File: src/hpw_pkg.sv
// What this block does
// - Mode input picks multiplexed or indexed addressing
// - Width 8 or 16; assemble into dwords
// - Separate strobes or enable plus direction
// - Every control line polarity is configurable
// - FIFO select routes writes to TX FIFO
// - Indexed mode ignores both address latches
// - Single phase 16 pins or dual 8
// - Single phase captures all on low latch
// - Upper pins never driven in 8-bit
// - Optional chip select qualification of latches
// - Latched address held until reset or relatch
// - Dual phase: low then high, any order
// - Dual phase upper pins data only
// - 8-bit single phase: address bit n on pin n
// - 16-bit: word address converted to bytes
// - Endian one above, FIFO two above address
// - Write trailing edge places byte, swaps endian
// - Writes ignored after init until a read
// - Writes ignored in low power until read
// - Count parts, then one 32-bit write
// - Part counter cleared outside full power
// - Endian zero little, one big
// - Internal bus 32-bit little endian
package hpw_pkg;
  // Address and dword geometry
  localparam int ADDR_W = 10;
  localparam int DW_W = 32;
  // Single phase pin positions, 8-bit width
  localparam int S8_END = 10;
  localparam int S8_FIFO = 11;
  // Single phase pin positions, 16-bit width
  localparam int S16_END = 9;
  localparam int S16_FIFO = 10;
  // Dual phase high latch positions, 8-bit width
  localparam int D8_END = 2;
  localparam int D8_FIFO = 3;
  // Dual phase high latch positions, 16-bit width
  localparam int D16_END = 1;
  localparam int D16_FIFO = 2;
  // Parts per dword
  localparam logic [2:0] PARTS_8 = 3'h4;
  localparam logic [2:0] PARTS_16 = 3'h2;
  // Reset values
  localparam logic [9:0] ADDR_RST = 10'h000;
  localparam logic [31:0] DATA_RST = 32'h0000_0000;
endpackage : hpw_pkg

File: src/hpw_edge.sv
`timescale 1ns/1ns
`default_nettype none
// Synchroniser with polarity and edge detection
module hpw_edge #(
  parameter int W = 1
) (
  // Clock and reset
  input wire logic clk,
  input wire logic arst_n,
  // Raw pins and polarity
  input wire logic [W-1:0] pin,
  input wire logic [W-1:0] act_high,
  // Active level and trailing edge
  output logic [W-1:0] level,
  output logic [W-1:0] fall
);
  // Two stage synchroniser plus history
  logic [W-1:0] s1;
  logic [W-1:0] s2;
  logic [W-1:0] s3;
  // sync stages hold the active level, idle at reset
  // Idle after reset avoids a false trailing edge on active-low pins
  always_ff @(posedge clk or negedge arst_n) begin
    if (!arst_n) begin
      s1 <= '0;
      s2 <= '0;
      s3 <= '0;
    end else begin
      // polarity applied before the first stage
      s1 <= ~(pin ^ act_high);
      s2 <= s1;
      s3 <= s2;
    end
  end
  // Active level and its trailing edge
  assign level = s2;
  assign fall = s3 & ~s2;
endmodule : hpw_edge
`default_nettype wire

File: src/hpw_port.sv
`timescale 1ns/1ns
`default_nettype none
// Multiplexed host port: address latch and write assembly
module hpw_port (
  // Clock and reset
  input wire logic clk,
  input wire logic arst_n,
  // Static configuration
  input wire logic cfg_muxed,
  input wire logic cfg_wide,
  input wire logic cfg_enb_mode,
  input wire logic cfg_dual_phase,
  input wire logic cfg_cs_qualify,
  input wire logic pol_cs,
  input wire logic pol_rd,
  input wire logic pol_wr,
  input wire logic pol_ale,
  // Host pins
  input wire logic [15:0] ad_in,
  output logic [15:0] ad_out,
  output logic [15:0] ad_oe,
  input wire logic cs_pin,
  input wire logic rd_pin,
  input wire logic wr_pin,
  input wire logic low_addr_latch,
  input wire logic high_addr_latch,
  // Device state
  input wire logic full_power_state,
  input wire logic init_done,
  // Internal write port
  output logic [9:0] wr_addr,
  output logic [31:0] wr_data,
  output logic wr_fifo,
  output logic wr_reg,
  output logic wr_txfifo,
  // Status
  output logic [9:0] cur_addr,
  output logic cur_endian,
  output logic cur_fifo,
  output logic write_enabled,
  output logic [2:0] part_count
);
  // Synchronised strobes: cs, rd, wr, low_addr_latch, high_addr_latch
  logic [4:0] lvl;
  logic [4:0] fal;
  logic [15:0] ad_s1;
  logic [15:0] ad_s2;
  logic [15:0] ad_hold;
  logic rd_act;
  logic wr_act;
  logic rd_end;
  logic wr_end;
  logic wr_cyc_d;
  logic rd_cyc_d;
  logic lo_take;
  logic hi_take;
  logic [2:0] parts;
  logic [1:0] lane;
  logic [31:0] next_data;
  logic [2:0] next_count;

  hpw_edge #(.W(5)) u_edge (
    .clk(clk),
    .arst_n(arst_n),
    .pin({high_addr_latch, low_addr_latch, wr_pin, rd_pin, cs_pin}),
    .act_high({pol_ale, pol_ale, pol_wr, pol_rd, pol_cs}),
    .level(lvl),
    .fall()
  );

  // Data pins sampled alongside strobes, held one extra cycle
  always_ff @(posedge clk or negedge arst_n) begin
    if (!arst_n) begin
      ad_s1 <= '0;
      ad_s2 <= '0;
      ad_hold <= '0;
    end else begin
      ad_s1 <= ad_in;
      ad_s2 <= ad_s1;
      ad_hold <= ad_s2;
    end
  end

  // device never drives the pins here (no read path)
  assign ad_out = '0;
  assign ad_oe = '0;

  // decode cycle type from strobes or enable plus direction
  always_comb begin
    if (cfg_enb_mode) begin
      wr_act = lvl[2] && !lvl[1];
      rd_act = lvl[2] && lvl[1];
    end else begin
      wr_act = lvl[0] && lvl[2];
      rd_act = lvl[0] && lvl[1];
    end
  end

  // Cycle history for trailing edge detection
  always_ff @(posedge clk or negedge arst_n) begin
    if (!arst_n) begin
      wr_cyc_d <= 1'b0;
      rd_cyc_d <= 1'b0;
    end else begin
      wr_cyc_d <= wr_act;
      rd_cyc_d <= rd_act;
    end
  end
  // trailing edge of write or read cycle
  assign wr_end = wr_cyc_d && !wr_act;
  assign rd_end = rd_cyc_d && !rd_act;

  // latch edges, optionally qualified by chip select
  logic lo_d;
  logic hi_d;
  always_ff @(posedge clk or negedge arst_n) begin
    if (!arst_n) begin
      lo_d <= 1'b0;
      hi_d <= 1'b0;
    end else begin
      lo_d <= lvl[3] && (lvl[0] || !cfg_cs_qualify);
      hi_d <= lvl[4] && (lvl[0] || !cfg_cs_qualify);
    end
  end
  assign lo_take = cfg_muxed && lo_d && !lvl[3];
  assign hi_take = cfg_muxed && hi_d && !lvl[4] && cfg_dual_phase;

  // address, endian and FIFO select held until relatch
  always_ff @(posedge clk or negedge arst_n) begin
    if (!arst_n) begin
      cur_addr <= hpw_pkg::ADDR_RST;
      cur_endian <= 1'b0;
      cur_fifo <= 1'b0;
    end else begin
      if (lo_take && !cfg_dual_phase) begin
        if (cfg_wide) begin
          cur_addr <= {ad_hold[8:0], 1'b0};
          cur_endian <= ad_hold[hpw_pkg::S16_END];
          cur_fifo <= ad_hold[hpw_pkg::S16_FIFO];
        end else begin
          cur_addr <= ad_hold[9:0];
          cur_endian <= ad_hold[hpw_pkg::S8_END];
          cur_fifo <= ad_hold[hpw_pkg::S8_FIFO];
        end
      end else begin
        if (lo_take) begin
          if (cfg_wide)
            cur_addr[8:1] <= ad_hold[7:0];
          else
            cur_addr[7:0] <= ad_hold[7:0];
        end
        if (hi_take) begin
          if (cfg_wide) begin
            cur_addr[9] <= ad_hold[0];
            cur_addr[0] <= 1'b0;
            cur_endian <= ad_hold[hpw_pkg::D16_END];
            cur_fifo <= ad_hold[hpw_pkg::D16_FIFO];
          end else begin
            cur_addr[9:8] <= ad_hold[1:0];
            cur_endian <= ad_hold[hpw_pkg::D8_END];
            cur_fifo <= ad_hold[hpw_pkg::D8_FIFO];
          end
        end
      end
    end
  end

  // write gate: closed at reset, in low power; opened by read
  always_ff @(posedge clk or negedge arst_n) begin
    if (!arst_n) begin
      write_enabled <= 1'b0;
    end else if (!full_power_state || !init_done) begin
      write_enabled <= 1'b0;
    end else if (rd_end) begin
      write_enabled <= 1'b1;
    end
  end

  assign parts = cfg_wide ? hpw_pkg::PARTS_16 : hpw_pkg::PARTS_8;

  always_comb begin
    lane = cur_addr[1:0];
    if (cur_endian)
      lane = cfg_wide ? {~cur_addr[1], 1'b0} : ~cur_addr[1:0];
  end

  always_comb begin
    next_data = wr_data;
    if (cfg_wide) begin
      if (lane[1])
        next_data[31:16] = cur_endian ? {ad_hold[7:0], ad_hold[15:8]}
                                      : ad_hold;
      else
        next_data[15:0] = cur_endian ? {ad_hold[7:0], ad_hold[15:8]}
                                     : ad_hold;
    end else begin
      next_data[8*lane +: 8] = ad_hold[7:0];
    end
  end

  // part counter increments at each write trailing edge while the write gate is open
  always_comb begin
    next_count = part_count + 3'h1;
  end

  // Data register and counter
  always_ff @(posedge clk or negedge arst_n) begin
    if (!arst_n) begin
      wr_data <= hpw_pkg::DATA_RST;
      part_count <= 3'h0;
    end else if (!full_power_state) begin
      part_count <= 3'h0;
    end else if (wr_end && write_enabled) begin
      // host writes each part once; no check here
      wr_data <= next_data;
      part_count <= (next_count == parts) ? 3'h0 : next_count;
    end
  end

  // single internal write strobe on last part
  always_ff @(posedge clk or negedge arst_n) begin
    if (!arst_n) begin
      wr_fifo <= 1'b0;
      wr_reg <= 1'b0;
      wr_addr <= hpw_pkg::ADDR_RST;
      wr_txfifo <= 1'b0;
    end else begin
      wr_fifo <= 1'b0;
      wr_reg <= 1'b0;
      if (full_power_state && wr_end && write_enabled
          && next_count == parts) begin
        // FIFO select steers to TX data FIFO
        wr_fifo <= cur_fifo;
        wr_reg <= !cur_fifo;
        wr_addr <= {cur_addr[9:2], 2'b00};
      end
      wr_txfifo <= cur_fifo;
    end
  end
  // indexed burst mode lives in the indexed front end
endmodule : hpw_port
`default_nettype wire

File: config.mk
export PLATFORM = sky130hd
export DESIGN_NAME = hpw_port
export DESIGN_NICKNAME = d
export VERILOG_FILES = /design/src/hpw_pkg.sv /design/src/hpw_edge.sv /design/src/hpw_port.sv
export SDC_FILE = /design/constraint.sdc
export NUM_CORES = 1
export LEC_CHECK = 0
export BUFFER_PORTS_ARGS = -buffer_cell sky130_fd_sc_hd__buf_2
export CORE_MARGIN = 2
export CORE_UTILIZATION = 53
export DETAILED_ROUTE_END_ITERATION = 8
export PLACE_DENSITY = 0.79
export SYNTH_ARGS = -nofsm -noshare
export SYNTH_HDL_FRONTEND = slang
export SYNTH_SLANG_ARGS = --single-unit
File: constraint.sdc
create_clock -name clk -period 3.1 [get_ports clk]
set_input_delay 0.155 -clock clk [delete_from_list [all_inputs] [get_ports clk]]
set_output_delay 0.155 -clock clk [all_outputs]
set_load 0.03 [all_outputs]
# Word-level counts from Yosys, hierarchy flattened
# Index checks and enable logic that the tools add are counted.
dict set report totals {
  reg_bits 121
  latch_bits 0
  ram_bits 0
  mem_bits_ro 0
  input_bits 34
  word_cells 105
  memories 0
}
dict set report op_classes {
  n_addsub 2
  mul 0
  div_mod_pow 0
  order_cmp 0
  n_eq_ne 4
  n_shift 2
  muxes 36
  n_bitwise 4
  n_reduce_logical 35
}
# operator count
set op_table {}
lappend op_table {{16-bit two-way mux} 3}
lappend op_table {{5-bit negation with 34-bit output} 1}
lappend op_table {{8-bit by 34-bit variable shift with 32-bit output (first input constant)} 1}
lappend op_table {{8-bit by 34-bit variable part select with 32-bit output} 1}
lappend op_table {{32-bit bitwise mux} 1}
lappend op_table {{32-bit two-way mux} 1}
lappend op_table {{1-bit two-way mux} 20}
lappend op_table {{10-bit two-way mux} 2}
lappend op_table {{1-bit logical AND} 18}
lappend op_table {{3-bit two-way mux} 4}
lappend op_table {{1-bit logical NOT} 10}
lappend op_table {{9-bit two-way mux} 1}
lappend op_table {{7-bit two-way mux} 1}
lappend op_table {{2-bit two-way mux} 3}
lappend op_table {{3-bit AND reduction} 2}
lappend op_table {{2-bit nonzero test} 3}
lappend op_table {{5-bit inverter} 1}
lappend op_table {{5-bit bitwise XOR} 1}
lappend op_table {{2-bit by 1-bit != test with 1-bit output (second input constant)} 2}
lappend op_table {{3-bit by 1-bit adder with 3-bit output (second input constant)} 1}
lappend op_table {{3-bit == test} 1}
lappend op_table {{1-bit logical OR} 2}
lappend op_table {{2-bit != test (second input constant)} 1}
lappend op_table {{2-bit inverter} 1}
lappend op_table {{1-bit inverter} 1}

# Longest topological paths before layout
dict set report depth {
  depth_word 9
  depth_mapped 10
  depth_no_buf 8
}

# Cells and area by module
# Synthesis repeated with hierarchy kept, for this count alone.
dict set report hier_totals {
  hier_cells 406
  area_unflattened_um2 5263.8
}
# module instances cells_per_inst area_each_um2 seq_area_each_um2
set modules_own_cells {}
lappend modules_own_cells {hpw_port 1 381 4813.4 2777.7}
lappend modules_own_cells {hpw_edge 1 25 450.4 375.4}

# Worst setup path before layout
# No wires, ideal clock.
dict set report synth_path {
  path_type {reg2reg}
  start {register cur_endian}
  end {register wr_data[5]}
  t_arrival_ps 2786
  required_ps 3035
  setup_slack_ps 248
  stages_incl_launch_ff 11
  path_buffers 2
  path_cell_list {dfrtp_1 buf_4 nor2b_1 nor2_1 inv_1 ha_1 or3b_1 or4b_1 buf_2 o21ai_0 mux2_2}
}
dict set report synth_between {
  elab_chain_cells 5
}
# item line_no
set synth_rtl {}
lappend synth_rtl {{from (decl)} hpw_port.sv:38} ;# output logic cur_endian,
lappend synth_rtl {{from (signal assigned)} hpw_port.sv:138} ;# cur_endian <= ad_hold[hpw_pkg::S16_END];
lappend synth_rtl {{from (signal assigned)} hpw_port.sv:142} ;# cur_endian <= ad_hold[hpw_pkg::S8_END];
lappend synth_rtl {{from (signal assigned)} hpw_port.sv:156} ;# cur_endian <= ad_hold[hpw_pkg::D16_END];
lappend synth_rtl {{2-bit two-way mux} hpw_port.sv:183} ;# if (cur_endian)
lappend synth_rtl {{5-bit negation with 34-bit output} hpw_port.sv:197} ;# next_data[8*lane +: 8] = ad_hold[7:0];
lappend synth_rtl {{8-bit by 34-bit variable part select with 32-bit output / 8-bit by 34-bit variable shift with 32-bit output (equally long branches)} hpw_port.sv:197}
lappend synth_rtl {{32-bit bitwise mux} hpw_port.sv:197}
lappend synth_rtl {{32-bit two-way mux} hpw_port.sv:189} ;# if (cfg_wide) begin
lappend synth_rtl {{to (signal assigned)} hpw_port.sv:209} ;# wr_data <= hpw_pkg::DATA_RST;
lappend synth_rtl {{to (signal assigned)} hpw_port.sv:215} ;# wr_data <= next_data;
lappend synth_rtl {{to (decl)} hpw_port.sv:32} ;# output logic [31:0] wr_data,
# Parallel ways exist; a longest one is shown, timed or not. The select of a mux whose other input is x is not followed.
# A chain may end at the register's enable or synchronous reset.

# Worst setup path in the final report
dict set report layout_path {
  start {register cur_endian}
  end {register wr_data[1]}
}
# Same word-level chain as after synthesis.

==> qor.csv <==
stage;metric;value;unit
pwr;switching_share;31.65;%
worst_setup_path;crit_path_frequent_cell;buf_4;
synthesis;yosysWarnings;0;
synthesis;seq_area_frac_synth;59.17;%
cts;cts_sinks;121;
placement;gp_congestion;0.8603;
floorplanning;ios;127;
synthesis;synth_top_area_share;59.17;%
cts;htreeDepth;4;
synthesis;postSynthCellCount;395;
pwr;power_frac_seq;38.1;%
placement;port_buffers;92;
timing;max_slew_margin;40.85;%
routing;dr.pass1.iters;4;
cts;clockBufferDepth;2;
worst_setup_path;crit_required;3.55;ns
finish;final_nets;571;
global_routing;grt_max_degree;71;
finish;synthToLayoutAreaGrowth;28.09;%
synthesis;async_flop_share;100.0;%
floorplanning;start_util;55.12;%
worst_setup_path;crit_path_top_delay_cell;or4b_1;
cts;cts_root_buf;clkbuf_8;
finish;largest_register;wr_data;
status;outcome;complete, no violations;
global_routing;grt_pass1_vias;3362;
synthesis;avgSynthCellArea;12.96;um2
floorplanning;core;9284;um2
floorplanning;die_area;10460;um2
synthesis;synthDistinctLibCells;45;
timing;worst_slew_pin_slew;0.8849;ns
global_routing;grt_overflow_total;0;
timing;hold_viol_final;0;
run;cap_violations;0;
finish;final_core_util;70.61;%
floorplanning;fp.dieH;102.3;um
timing;rsz0062_at_grt;no;
synthesis;yosys_most_used_dff;dfrtp_1;
synthesis;synth-seq-cells;121;
worst_hold_path;hold_class;input pin to register;
routing;drtIter0Drc;211;
routing;drc;0;
synthesis;netlist_area;5117;um2
finish;largest_register_ffs;32;
placement;dpl.hpwl;7071;um
synthesis;synth_edf_count;0;
routing;wl_per_cell;16.21;um
cts;cts.clk_slew.worst_paths;0.06;ns
floorplanning;die_w;102.3;um
global_routing;antenna_found_initial;0;
finish;multi_input_area;1858;um2
finish;seqCellArea;3028;um2
worst_setup_path;start_kind;register;
timing;report.final.slew_viol_count;0;
worst_setup_path;arrival;3.37;ns
floorplanning;num_rows;35;
worst_setup_path;critPathMaxStageDelay;0.69;ns
pwr;leakagePower;3.285;nW
global_routing;grt_pass1_wl;17020;um
timing;min_period_over_period;94.24;%
routing;detail-route-antenna-nets;0;
timing;setup_viol;0;
worst_hold_path;min_delay_path_depth;3;
worst_setup_path;cp-end-kind;register;
finish;antenna_cells;0;
pwr;internal_power;3.263;mW
synthesis;synth_area_leader_cell;dfrtp_1;
cts;cts_made_buffers;17;
timing;fmax;342.3;MHz
synthesis;synthTopCellsByArea;dfrtp_1, mux2_2, buf_4;
pwr;ir_drop;0.4898;mV
routing;routed_wirelength;10960;um
finish;nFillCells;663;
cts;clock_latency;0.52;ns
cts;tritoncts;done;
cts;cts_setup_buffers;0;
pwr;p_switching;1.511;mW
finish;drive_above_1_share;37.11;%
worst_setup_path;path_cells;buf_4 -> xnor2_2 -> buf_4 -> ha_1 -> or3b_1 -> or4b_1 -> o21ai_0 -> mux2_2;
pwr;power.density;728.3;nW/um2
worst_setup_path;r2r_cells;8;
routing;vias_per_cell;5.164;
global_routing;track_usage;22.15;%
timing;tns;0;ns
pwr;clkPwrFrac;41.3;%
routing;via_count;3491;
timing;clock_skew;0.01152;ns
worst_setup_path;crit_type;register to register;
worst_setup_path;worstPathMaxFanout;16;
pwr;p_comb_share;20.6;%
timing;period_needed;2.921;ns
==> kinds of logic (layout without fill, tap and decap cells) <==
family          Yosys count  count (layout)  share of synthesized area [%]
fa+ha+maj                 3               3                         0.7336
xor+xnor                  8               8                          1.516
flops                   121             121                          59.17
mux                      68              68                          14.74
buf+inv                  59             178                          7.041
other cells               1              34                        0.07328
simple gates             71              71                          7.971
compound gates           64              64                          8.753
==> final timing paths <==
path                           startpoint               to  slack (ns)
setup / recovery               cur_endian       wr_data[1]        0.18
hold / removal             cfg_dual_phase      cur_addr[0]        0.08
setup reg to reg               cur_endian       wr_data[1]        0.18
hold reg to reg              u_edge.s1[4]  u_edge.level[4]        0.35
max in group asynchronous          arst_n       wr_data[3]        2.11
min in group asynchronous          arst_n         ad_s2[0]        0.22
==> critical path: cells and delay by family (launching register included) <==
family          cells  cell delay (ns)
simple gates        2             1.05
mux                 1             0.19
buf+inv             2             0.52
flops               1             0.48
compound gates      1             0.24
xor+xnor            1             0.15
fa+ha+maj           1             0.23
==> area by class of cell <==
class	instances	area share, %
clock buffer	17	6.318
clock inverter	15	2.768
inverter	13	0.7444
multi-input combinational	248	28.35
sequential	121	46.19
tap	129	2.462
timing repair buffer	133	13.17
==> power by group through the flow <==
stage	clock [mW]	combinational (mW)	sequential (mW)
5_1_grt	2.08	1.05	1.83
4_1_cts	2.00	0.981	1.82
3_5_place_dp	0	0.937	1.84
2_1_floorplan	0	0.526	1.99
6_report	1.97	0.985	1.82
3_3_place_gp	0	0.920	1.83
==> synth_stat cells (all sizes together), types with 2 or more instances <==
cell type and count:
inv 13, mux2 59, clkbuf 4, and2 4, nor2 7, nor2b 4, a2111oi 2, xnor2 6
a21oi 3, nand2b 3, xor2 2, o211a 2, nor3b 2, nand2 35, nor3 5, nor4b 3
dfrtp 121, a221o 3, or3 2, o21ai 35, mux2i 9, a22o 8, o22ai 2, ha 3
buf 42, a21boi 4
==> layer usage <==
metal,up-vias,track usage (%),wire length [um]
li1,1592,-,-
met1,1722,27.67,4499
met2,160,36.94,5558
met3,17,5.677,702
met4,0,9.231,196
met5,-,0,0
==> metrics by stage <==
| step | power (mW) | cell area, um2 | hold WS (ns) | cells | worst slack (ns) |
|---|---|---|---|---|---|
| after floorplan | 2.517 | 5241 | -0.1406 | 428 | 0.2482 |
| after global placement | 2.752 | 5634 | 0.2314 | 612 | 0.2913 |
| after detailed placement | 2.781 | 5634 | 0.2329 | 612 | 0.1978 |
| after CTS | 4.796 | 6550 | 0.06564 | 676 | 0.1398 |
| after global routing | 4.965 | 6555 | 0.1019 | 676 | 0.02330 |
| final | 4.774 | 6555 | 0.08200 | 676 | 0.1787 |
==> cells in the final DEF (no fill, tap or decap), types with 3 or more instances in the layout <==
cell,netlist,final
buf_2,6,91
mux2_2,59,59
a21oi_1,3,3
mux2i_1,9,9
a21boi_0,3,3
nand2b_1,3,3
a221o_1,3,3
conb_1,1,34
ha_1,3,3
inv_6,0,5
dfrtp_1,121,121
nor2b_1,4,4
inv_8,0,4
nor2_1,7,7
buf_4,35,9
inv_1,13,13
nand2_1,35,35
clkbuf_16,0,16
nor3_1,3,3
xnor2_1,5,5
dlygate4sd3_1,0,32
a22o_1,8,8
and2_1,4,4
o21ai_0,34,34
==> timing repair <==
item	4_1_cts	5_1_grt
hold buffers	32	0
resized for setup	0	1
setup endpoints to repair	0	9
endpoints found under the hold margin	79	0
Note: power is estimated with default switching activity, not from simulation.
